**src/common/rtc_status_defs.svh**
```systemverilog
// register map, field positions, reset values and timing counts
`ifndef RTC_STATUS_DEFS_SVH
`define RTC_STATUS_DEFS_SVH

// ----------------------------------------------------------------
// register indices (byte address = 4 * index)
// ----------------------------------------------------------------
`define IDX_HALT        8'h01
`define IDX_CENTURY     8'h05
`define IDX_CALIB       8'h08
`define IDX_WDOG        8'h09
`define IDX_ALARM1      8'h0a
`define IDX_FLAGS       8'h0f
`define IDX_SQUARE      8'h13

// ----------------------------------------------------------------
// field positions
// ----------------------------------------------------------------
`define BIT_HALT        7
`define BIT_CENT_LO     6
`define BIT_PIN_LEVEL   7
`define BIT_FREQ_TEST   6
`define BIT_OSC_FAIL_IRQ_ENABLE        7
`define BIT_A1IE        7
`define BIT_SQUARE_OUTPUT_ENABLE        6
`define BIT_ABE         5
`define BIT_BATT_WEAK   4
`define BIT_OSC_STOP    2
`define BIT_RATE_LO     4

// ----------------------------------------------------------------
// reset values
// ----------------------------------------------------------------
`define RST_OSC_STOP    1'b1
`define RST_BATT_WEAK   1'b0
`define RST_RATE        4'h0
`define RST_CENTURY     2'h0

// ----------------------------------------------------------------
// timing
// ----------------------------------------------------------------
`define CLK_PERIOD_NS   100
`define LOAD_SETTLE_NS  1000
`define KICK_TIME_NS    100000
`define LOAD_CYCLES     ((`LOAD_SETTLE_NS + `CLK_PERIOD_NS - 1) / `CLK_PERIOD_NS)
`define KICK_CYCLES     (`KICK_TIME_NS / `CLK_PERIOD_NS)
`define FT_TAP          5

`endif

```
**src/common/rtc_status_pkg.sv**
```systemverilog
// types shared by the status and output logic
package rtc_status_pkg;

  typedef enum logic [2:0] {
    CHK_IDLE    = 3'b001,
    CHK_LOAD    = 3'b010,
    CHK_COMPARE = 3'b100
  } batt_check_state_t;

  typedef struct packed {
    logic pin_level;
    logic freq_test_enable;
    logic osc_fail_irq_enable;
    logic alarm1_irq_enable;
    logic backup_irq_enable;
  } pin_cfg_t;

endpackage

```
**src/hdl/rtc_status_out.sv**
```systemverilog
// status flags, square wave and shared open-drain pin of the rtc
//
// Added by the designer: the APB register port and the register offsets.
`timescale 1ns/1ps

module rtc_status_out
  import rtc_status_pkg::*;
(
  input  wire logic        pclk,
  input  wire logic        presetn,
  input  wire logic        psel,
  input  wire logic        penable,
  input  wire logic        pwrite,
  input  wire logic [11:0] paddr,
  input  wire logic [31:0] pwdata,
  output logic      [31:0] prdata,
  output logic             pready,
  output logic             pslverr,
  input  wire logic        osc_clk,
  input  wire logic        main_supply_ok,
  input  wire logic        battery_below_cmp,
  input  wire logic        osc_stop_detect,
  input  wire logic        midnight_rollover,
  input  wire logic        year_rollover,
  input  wire logic [7:0]  year_bcd,
  input  wire logic        timer_irq_req,
  input  wire logic        timer_irq_enable,
  input  wire logic        watchdog_irq_req,
  input  wire logic        watchdog_running,
  input  wire logic        alarm1_flag,
  output logic             leap_day_en,
  output logic             battery_load,
  output logic             osc_enable,
  output logic             osc_kick_drive,
  output logic             square_wave_pin,
  output logic             shared_irq_pin_out,
  output logic             shared_irq_pin_oe_n
);

  `include "rtc_status_defs.svh"

  // ----------------------------------------------------------------
  // input synchronisers
  // ----------------------------------------------------------------
  logic [1:0] osc_sync;
  logic [1:0] main_sync;
  logic [1:0] batt_sync;
  logic [1:0] stop_sync;
  logic       osc_prev;
  logic       main_prev;

  always_ff @(posedge pclk or negedge presetn)
  begin
    if (!presetn)
    begin
      osc_sync  <= 2'h0;
      main_sync <= 2'h0;
      batt_sync <= 2'h0;
      stop_sync <= 2'h0;
      osc_prev  <= 1'b0;
      main_prev <= 1'b0;
    end
    else
    begin
      osc_sync  <= {osc_sync[0], osc_clk};
      main_sync <= {main_sync[0], main_supply_ok};
      batt_sync <= {batt_sync[0], battery_below_cmp};
      stop_sync <= {stop_sync[0], osc_stop_detect};
      osc_prev  <= osc_sync[1];
      main_prev <= main_sync[1];
    end
  end

  logic main_ok;
  logic osc_rise;
  logic power_up;
  assign main_ok  = main_sync[1];
  assign osc_rise = osc_sync[1] & ~osc_prev;
  assign power_up = main_ok & ~main_prev;

  // ----------------------------------------------------------------
  // register file
  // ----------------------------------------------------------------
  pin_cfg_t   cfg;
  logic       square_output_enable;
  logic [3:0] square_rate_sel;
  logic       osc_halt_bit;
  logic [1:0] century_count;
  logic       osc_stopped_flag;
  logic       battery_weak_flag;

  function automatic logic hit(input logic [11:0] addr, input logic [7:0] idx);
    hit = (addr[11:2] == {2'h0, idx}) && (addr[1:0] == 2'h0);
  endfunction

  logic setup;
  logic access_wr;
  logic mapped;
  assign setup     = psel & ~penable;
  assign access_wr = psel & penable & pwrite;
  assign mapped    = hit(paddr, `IDX_HALT) | hit(paddr, `IDX_CENTURY)
                   | hit(paddr, `IDX_CALIB) | hit(paddr, `IDX_WDOG)
                   | hit(paddr, `IDX_ALARM1) | hit(paddr, `IDX_FLAGS)
                   | hit(paddr, `IDX_SQUARE);

  // zero wait states: read data is captured in the setup cycle
  assign pready  = 1'b1;
  assign pslverr = psel & penable & ~mapped;

  always_ff @(posedge pclk or negedge presetn)
  begin
    if (!presetn)
    begin
      cfg                  <= '0;
      square_output_enable <= 1'b0;
      square_rate_sel      <= `RST_RATE;
      osc_halt_bit         <= 1'b0;
    end
    else if (access_wr)
    begin
      if (hit(paddr, `IDX_CALIB))
      begin
        cfg.pin_level        <= pwdata[`BIT_PIN_LEVEL];
        cfg.freq_test_enable <= pwdata[`BIT_FREQ_TEST];
      end
      if (hit(paddr, `IDX_WDOG))
        cfg.osc_fail_irq_enable <= pwdata[`BIT_OSC_FAIL_IRQ_ENABLE];
      if (hit(paddr, `IDX_ALARM1))
      begin
        cfg.alarm1_irq_enable <= pwdata[`BIT_A1IE];
        cfg.backup_irq_enable <= pwdata[`BIT_ABE];
        square_output_enable  <= pwdata[`BIT_SQUARE_OUTPUT_ENABLE];
      end
      if (hit(paddr, `IDX_SQUARE))
        square_rate_sel <= pwdata[`BIT_RATE_LO +: 4];
      if (hit(paddr, `IDX_HALT))
        osc_halt_bit <= pwdata[`BIT_HALT];
    end
  end

  always_ff @(posedge pclk or negedge presetn)
  begin
    if (!presetn)
      prdata <= 32'h0;
    else if (setup)
    begin
      prdata <= 32'h0;
      if (hit(paddr, `IDX_HALT))
        prdata[`BIT_HALT] <= osc_halt_bit;
      if (hit(paddr, `IDX_CENTURY))
        prdata[`BIT_CENT_LO +: 2] <= century_count;
      if (hit(paddr, `IDX_CALIB))
      begin
        prdata[`BIT_PIN_LEVEL] <= cfg.pin_level;
        prdata[`BIT_FREQ_TEST] <= cfg.freq_test_enable;
      end
      if (hit(paddr, `IDX_WDOG))
        prdata[`BIT_OSC_FAIL_IRQ_ENABLE] <= cfg.osc_fail_irq_enable;
      if (hit(paddr, `IDX_ALARM1))
      begin
        prdata[`BIT_A1IE] <= cfg.alarm1_irq_enable;
        prdata[`BIT_SQUARE_OUTPUT_ENABLE] <= square_output_enable;
        prdata[`BIT_ABE]  <= cfg.backup_irq_enable;
      end
      if (hit(paddr, `IDX_FLAGS))
      begin
        prdata[`BIT_BATT_WEAK] <= battery_weak_flag;
        prdata[`BIT_OSC_STOP]  <= osc_stopped_flag;
      end
      if (hit(paddr, `IDX_SQUARE))
        prdata[`BIT_RATE_LO +: 4] <= square_rate_sel;
    end
  end

  // ----------------------------------------------------------------
  // century counter and leap day
  // ----------------------------------------------------------------
  always_ff @(posedge pclk or negedge presetn)
  begin
    if (!presetn)
      century_count <= `RST_CENTURY;
    else if (year_rollover)
      century_count <= century_count + 2'h1;
    else if (access_wr && hit(paddr, `IDX_CENTURY))
      century_count <= pwdata[`BIT_CENT_LO +: 2];
  end

  // bcd year divisible by four; the 100/400 exceptions are left to software
  always_ff @(posedge pclk or negedge presetn)
  begin
    if (!presetn)
      leap_day_en <= 1'b0;
    else
      leap_day_en <= year_bcd[4] ? (year_bcd[3:0] == 4'h2 || year_bcd[3:0] == 4'h6)
                                 : (year_bcd[3:0] == 4'h0 || year_bcd[3:0] == 4'h4
                                    || year_bcd[3:0] == 4'h8);
  end

  // ----------------------------------------------------------------
  // battery check
  // ----------------------------------------------------------------
  batt_check_state_t chk_state;
  logic [7:0]        load_cnt;

  always_ff @(posedge pclk or negedge presetn)
  begin
    if (!presetn)
    begin
      chk_state         <= CHK_IDLE;
      load_cnt          <= 8'h0;
      battery_load      <= 1'b0;
      battery_weak_flag <= `RST_BATT_WEAK;
    end
    else
    begin
      case (chk_state)
        CHK_IDLE:
        begin
          if (power_up)
            battery_weak_flag <= batt_sync[1];
          else if (midnight_rollover && main_ok)
          begin
            chk_state    <= CHK_LOAD;
            battery_load <= 1'b1;
            load_cnt     <= 8'(`LOAD_CYCLES);
          end
        end
        CHK_LOAD:
        begin
          if (!main_ok)
          begin
            chk_state    <= CHK_IDLE;
            battery_load <= 1'b0;
          end
          else if (load_cnt == 8'h1)
            chk_state <= CHK_COMPARE;
          else
            load_cnt <= load_cnt - 8'h1;
        end
        CHK_COMPARE:
        begin
          battery_weak_flag <= batt_sync[1];
          battery_load      <= 1'b0;
          chk_state         <= CHK_IDLE;
        end
        default:
        begin
          chk_state    <= CHK_IDLE;
          battery_load <= 1'b0;
        end
      endcase
    end
  end

  // ----------------------------------------------------------------
  // oscillator stop flag and kick-start
  // ----------------------------------------------------------------
  logic        halt_prev;
  logic [13:0] kick_cnt;
  logic        flags_clear;
  assign flags_clear = access_wr & hit(paddr, `IDX_FLAGS) & ~pwdata[`BIT_OSC_STOP];

  // set beats clear; detection runs in backup mode too
  always_ff @(posedge pclk or negedge presetn)
  begin
    if (!presetn)
      osc_stopped_flag <= `RST_OSC_STOP;
    else if (stop_sync[1] || osc_halt_bit)
      osc_stopped_flag <= 1'b1;
    else if (flags_clear)
      osc_stopped_flag <= 1'b0;
  end

  always_ff @(posedge pclk or negedge presetn)
  begin
    if (!presetn)
    begin
      halt_prev      <= 1'b0;
      kick_cnt       <= 14'h0;
      osc_kick_drive <= 1'b0;
      osc_enable     <= 1'b1;
    end
    else
    begin
      halt_prev  <= osc_halt_bit;
      osc_enable <= ~osc_halt_bit;
      if (halt_prev && !osc_halt_bit)
      begin
        kick_cnt       <= 14'(`KICK_CYCLES);
        osc_kick_drive <= 1'b1;
      end
      else if (kick_cnt != 14'h0)
      begin
        kick_cnt       <= kick_cnt - 14'h1;
        osc_kick_drive <= (kick_cnt != 14'h1);
      end
    end
  end

  // ----------------------------------------------------------------
  // square wave divider
  // ----------------------------------------------------------------
  logic [14:0] osc_div;
  logic        square_sel;

  always_ff @(posedge pclk or negedge presetn)
  begin
    if (!presetn)
      osc_div <= 15'h0;
    else if (osc_rise)
      osc_div <= osc_div + 15'h1;
  end

  always_comb
  begin
    if (square_rate_sel == 4'h0)
      square_sel = 1'b0;
    else if (square_rate_sel == 4'h1)
      square_sel = osc_sync[1];
    else
      square_sel = osc_div[square_rate_sel - 4'h1];
  end

  always_ff @(posedge pclk or negedge presetn)
  begin
    if (!presetn)
      square_wave_pin <= 1'b0;
    else
      square_wave_pin <= square_sel & square_output_enable & main_ok;
  end

  // ----------------------------------------------------------------
  // shared open-drain pin
  // ----------------------------------------------------------------
  logic osc_irq;
  logic alarm_irq;
  logic irq_main;
  logic irq_backup;
  logic any_en_main;
  logic any_en_backup;
  logic pin_level_next;

  assign osc_irq       = osc_stopped_flag & cfg.osc_fail_irq_enable;
  assign alarm_irq     = alarm1_flag & cfg.alarm1_irq_enable;
  assign irq_main      = timer_irq_req | osc_irq | alarm_irq | watchdog_irq_req;
  assign irq_backup    = osc_irq | alarm_irq;
  assign any_en_main   = cfg.alarm1_irq_enable | cfg.osc_fail_irq_enable
                       | timer_irq_enable | watchdog_running;
  assign any_en_backup = cfg.alarm1_irq_enable | cfg.osc_fail_irq_enable;

  always_comb
  begin
    if (main_ok)
    begin
      if (!cfg.pin_level && !cfg.freq_test_enable)
        pin_level_next = 1'b0;
      else if (cfg.freq_test_enable && (!cfg.pin_level || !any_en_main))
        pin_level_next = osc_div[`FT_TAP];
      else if (any_en_main)
        pin_level_next = ~irq_main;
      else
        pin_level_next = 1'b1;
    end
    else
    begin
      // frequency test has no meaning without main power
      if (!cfg.backup_irq_enable)
        pin_level_next = 1'b1;
      else if (!cfg.pin_level)
        pin_level_next = 1'b0;
      else if (any_en_backup)
        pin_level_next = ~irq_backup;
      else
        pin_level_next = 1'b1;
    end
  end

  // the pin only ever pulls low; high comes from the external pull-up
  assign shared_irq_pin_out = 1'b0;

  always_ff @(posedge pclk or negedge presetn)
  begin
    if (!presetn)
      shared_irq_pin_oe_n <= 1'b1;
    else
      shared_irq_pin_oe_n <= pin_level_next;
  end

endmodule // rtc_status_out

```
**config.mk**
```make
export PLATFORM = sky130hd
export DESIGN_NAME = rtc_status_out
export DESIGN_NICKNAME = d
export VERILOG_FILES = /design/src/common/rtc_status_pkg.sv /design/src/hdl/rtc_status_out.sv
export VERILOG_INCLUDE_DIRS = /design/src /design/src/common
export SDC_FILE = /design/constraint.sdc
export NUM_CORES = 1
export LEC_CHECK = 0
export BUFFER_PORTS_ARGS = -buffer_cell sky130_fd_sc_hd__buf_2
export CAP_MARGIN = 20
export CORE_MARGIN = 1.5
export CORE_UTILIZATION = 49
export CTS_CLUSTER_DIAMETER = 30
export DETAILED_ROUTE_END_ITERATION = 10
export HOLD_SLACK_MARGIN = 0.12
export PLACE_DENSITY_LB_ADDON = 0.12
export RECOVER_POWER = 25
export SYNTH_ARGS = -nofsm -noshare
export SYNTH_HDL_FRONTEND = slang
export SYNTH_SLANG_ARGS = --single-unit
```
**constraint.sdc**
```tcl
create_clock -name pclk -period 4.1 [get_ports pclk]
set_clock_uncertainty 0.1 [all_clocks]
set_input_delay 0.82 -clock pclk [delete_from_list [all_inputs] [get_ports pclk]]
set_output_delay 0.82 -clock pclk [all_outputs]
set_load 0.03 [all_outputs]
```
; Word level (Yosys, flattened, before mapping)
; Cells that the tools add are included.
[word_totals]
out_inout_bits = 41
in_bits = 68
word_cells = 175
ff_bits = 77
[classes]
order_cmp = 1
mux = 44
bitwise_logic = 33
n_reduce_logical = 39
n_eq_ne = 24
add_sub_neg = 5
[ops]
columns = op, n
row1 = 10-bit by 4-bit equality test with 1-bit output (second input constant), 4
row2 = 8-bit two-way mux, 4
row3 = 14-bit two-way mux, 2
row4 = 1-bit two-way mux, 23
row5 = 8-bit one-hot mux with 2 select lines, 1
row6 = 15-bit by 1-bit adder with 15-bit output (second input constant), 1
row7 = 3-bit two-way mux, 5
row8 = 14-bit by 1-bit inequality test with 1-bit output (second input constant), 1
row9 = 14-bit nonzero test, 1
row10 = 14-bit by 1-bit subtractor with 14-bit output (second input constant), 1
row11 = 1-bit bitwise OR, 13
row12 = 1-bit AND, 12
row13 = 1-bit logical AND, 12
row14 = 2-bit inequality test (second input constant), 6
row15 = 2-bit AND reduction, 6
row16 = 10-bit by 1-bit equality test with 1-bit output (second input constant), 1
row17 = 10-bit by 3-bit equality test with 1-bit output (second input constant), 1
row18 = 10-bit by 5-bit equality test with 1-bit output (second input constant), 1
row19 = 2-bit nonzero test, 5
row20 = 4-bit by 3-bit equality test with 1-bit output (second input constant), 2
row21 = 8-bit by 1-bit equality test with 1-bit output (second input constant), 1
row22 = 4-bit zero test, 2
row23 = 2-bit two-way mux, 4
row24 = 1-bit NOT, 8
row25 = other kinds (20), 29

; Depth between registers and ports, before layout
[logic_depth]
ltp_word = 10
depth_mapped = 8
ltp_nobuf = 7

; Worst setup path before layout
; No wires, ideal clock.
[synth_timing]
path_type = input port to output port
from = input paddr[11]
to = output pslverr
arrival_ns = 2.844
required_time_ns = 3.180
path_stages = 5
path_slack_ns = 0.336
n_path_buf = 1
cell_sequence = nor2_1 -> and3_1 -> and4_1 -> clkbuf_1 -> a2111oi_0
[synth_between]
elab_chain_cells = 10
elab_cells_between_ends = 22
classes_between = eq/ne (7) / bitwise (8) / reduce/logical (7)
[synth_rtl]
columns = item, line_no
row1 = start: declaration, rtc_status_out.sv:14  ; input wire logic [11:0] paddr,
row2 = 10-bit by 1-bit equality test with 1-bit output or 10-bit by 3-bit equality test with 1-bit output (tied branches), rtc_status_out.sv:93  ; hit = (addr[11:2] == {2'h0, idx}) && (addr[1:0] == 2'h0);
row3 = 1-bit logical AND, rtc_status_out.sv:93
row4 = 1-bit bitwise OR (5 in a row), rtc_status_out.sv:101  ; assign mapped = hit(paddr, `IDX_HALT) | hit(paddr, `IDX_CENTURY)
row5 = 1-bit bitwise OR (*), rtc_status_out.sv:101
row6 = 1-bit NOT (*), rtc_status_out.sv:108  ; assign pslverr = psel & penable & ~mapped;
row7 = 1-bit AND (*), rtc_status_out.sv:108
row8 = end: declaration, rtc_status_out.sv:18  ; output logic pslverr,
; Mark *: on every way between the ends. The rest lies on a longest branch, timed or not.

; Worst setup path after layout
[layout_timing]
from = input paddr[9]
to = output pslverr
; Same word-level chain as after synthesis.

==> metrics <==
final instance area 4467 um^2; Mapped Area 4013 um^2; power consumption 1.996 mW; post-DR vias/cell 5.264; top-area cell type share of the netlist area 45.53%; Filler cells 712; maxcap violations 1; Die Area 8740 um^2; Place WS 0.6855 ns; met2 routed WL 3426 um; EDFF count, synth 0; setup TNS 0 ns; first-pass GRT wire length 12650 um; count leader, synth dfrtp_1; CTS buffer count 9; Synth Area in Adders 2.495%; Commonest cells post-synth dfrtp_1, nor2_1, nand2_1, buf_4, xnor2_1; maximum clock frequency 292.7 MHz; post-layout min period 3.417 ns; Worst EP arrival 2.50 ns; CP max stage cell or4_4; Post-synth top flop dfrtp_1; critical path class in2out; setup bufs post-CTS 0; chip height 93.49 um; Post-Synth Simple-Gate Area 19.96%; largest family of logic cells by synthesized area simple AND/OR/NAND/NOR gates; worst hold path class reg2reg; hold_buf cts 0; met1 wire length 3616 um; Placed Area 4249 um^2; Ant. Diodes 0; RSZ-0062 raised after global routing false; I/O pins 109; failing checks max-capacitance violations, max-slew violations; Final Core Density 57.21%; top post-synthesis cells by area dfrtp_1, buf_4, xnor2_1, mux2_2, nor2_1; Mapped Cells 386; PnR worst setup slack 0.6833 ns; drt drc 0; Worst IR Drop VDD 0.0002564 V; Area Growth Syn to Fin 11.32%; non-filler cells, final 545; dpl hpwl 5400 um; sequential area share after synthesis 48.14%; routed length on met3 314 um; # nets final 514; CP required 3.18 ns; largest net degree at the start of global routing 78; Congestion Overflow GR 0; Synth Area in Compound Gates 8.232%; P_leak 2.042 nW; flops & latches, synth 77; highest layer used for signal routing met4; vias 2869; cell taking the most area after synthesis dfrtp_1; Post-DRT Antenna Nets 0; element type at the critical path end primary output; post-synth cell types 52; CTS root buf clkbuf_8; Post-Synth XOR/XNOR Area 6.766%; syn_area_per_cell 10.40 um^2; CP peak stage delay 0.54 ns; final setup vio count 0; Fin. Hold Viols 0; Routed WL per cell 13.72 um; row count 32; clock slew at reported path FFs 0.08 ns; clk sinks 77; P per Cell Area 446.9 nW/um^2; ys async rst share 100.0%; RD Place Congestion 0.8306; status complete, but fails checks; most frequent CP cell buf_2; clk buf depth 2; width of the die 93.49 um; dpl cells 529; initial antenna violation count 0; startpoint types input port; mux contribution to synthesized area 7.016%; clk_lat worst skew 0.35 ns; vias in the first global route 2750; H-Tree Level Count 3; First-pass DRT Iterations 4; Detailed Route Iter0 Violations 140; CTS resizes 0; Rel. slew slack -22.61%; worst-margin pin slew 1.839 ns; core area 7807 um^2; crit-path cells buf_2, or4_4, nor3_1, and4_1, a2111oi_0, buf_2; TritonCTS clock tree yes; fin crit share 83.33%; PortBufs 49; Total GRT Usage 18.53%; DRT Wirelength 7478 um; initial cell density of the core 51.39%; hold_ws 0.2513 ns; count of final max-slew check failures 78; Warnings, synthesis 0; Crit Path Max Fanout 5; layout cells sized above 1 20.09%
-- placed cells by master (no fill, tap or decap), types with 8 or more instances in the layout --
master,count
xor2_1,12
xnor2_1,19
inv_1,13
dfrtp_1,73
mux2_2,11
nand4_1,10
o21ai_0,12
nor2_1,32
a21oi_1,10
buf_2,48
nor2b_1,9
clkbuf_8,12
nor3_1,13
nand3_1,10
conb_1,29
ha_1,8
nand2_1,31
-- flip-flops by register name, indices dropped and copies added, names as in the netlist, 3 cells and up --
register         count
prdata               5
load_cnt             8
kick_cnt            14
chk_state            3
cfg                  5
square_rate_sel      4
osc_div             15
-- metal layers --
metal	global-route usage, %	vias to the layer above
li1	-	1410
met5	0	-
met4	5.934	0
met2	28.62	58
met3	5.285	12
met1	25.08	1389
-- logic make-up after synthesis --
group	after synthesis
multiplexers	22
AND/OR/NAND/NOR	148
adder cells (fa/ha/maj)	8
XOR/XNOR	31
flip-flops	77
AO/OA/AOI/OAI	50
other	2
buffers and inverters	48
-- final cells by class --
class | count | area [um^2] | share of cell area (%)
sequential | 77 | 1932 | 43.25
multi-input combinational | 288 | 1893 | 42.38
timing repair buffer | 49 | 245.2 | 5.490
clock buffer | 12 | 165.2 | 3.697
tap | 102 | 127.6 | 2.857
clock inverter | 4 | 55.05 | 1.232
inverter | 13 | 48.80 | 1.092
-- final timing paths --
check	endpoint	slack (ns)	depth (start not counted)	from
max reg2reg	square_wave_pin	1.71	6	square_rate_sel[0]
min reg2reg	main_sync[1]	0.25	0	main_sync[0]
min	main_sync[1]	0.25	0	main_sync[0]
max	pslverr	0.68	6	paddr[9]
max in group asynchronous	cfg[1]	1.96	1	presetn
min in group asynchronous	kick_cnt[3]	0.87	1	presetn
-- critical path: cells and delay by family --
kind	cells	cell delay, ns
simple gates	3	1.24
buf+inv	2	0.32
compound gates	1	0.11
-- power breakdown --
group | switching (mW) | internal [mW] | leakage (nW)
Sequential | 0.122 | 0.878 | 0.967
Clock | 0.280 | 0.333 | 0.109
Combinational | 0.210 | 0.173 | 0.967
No activity file was read; power rests on OpenSTA's default activity.
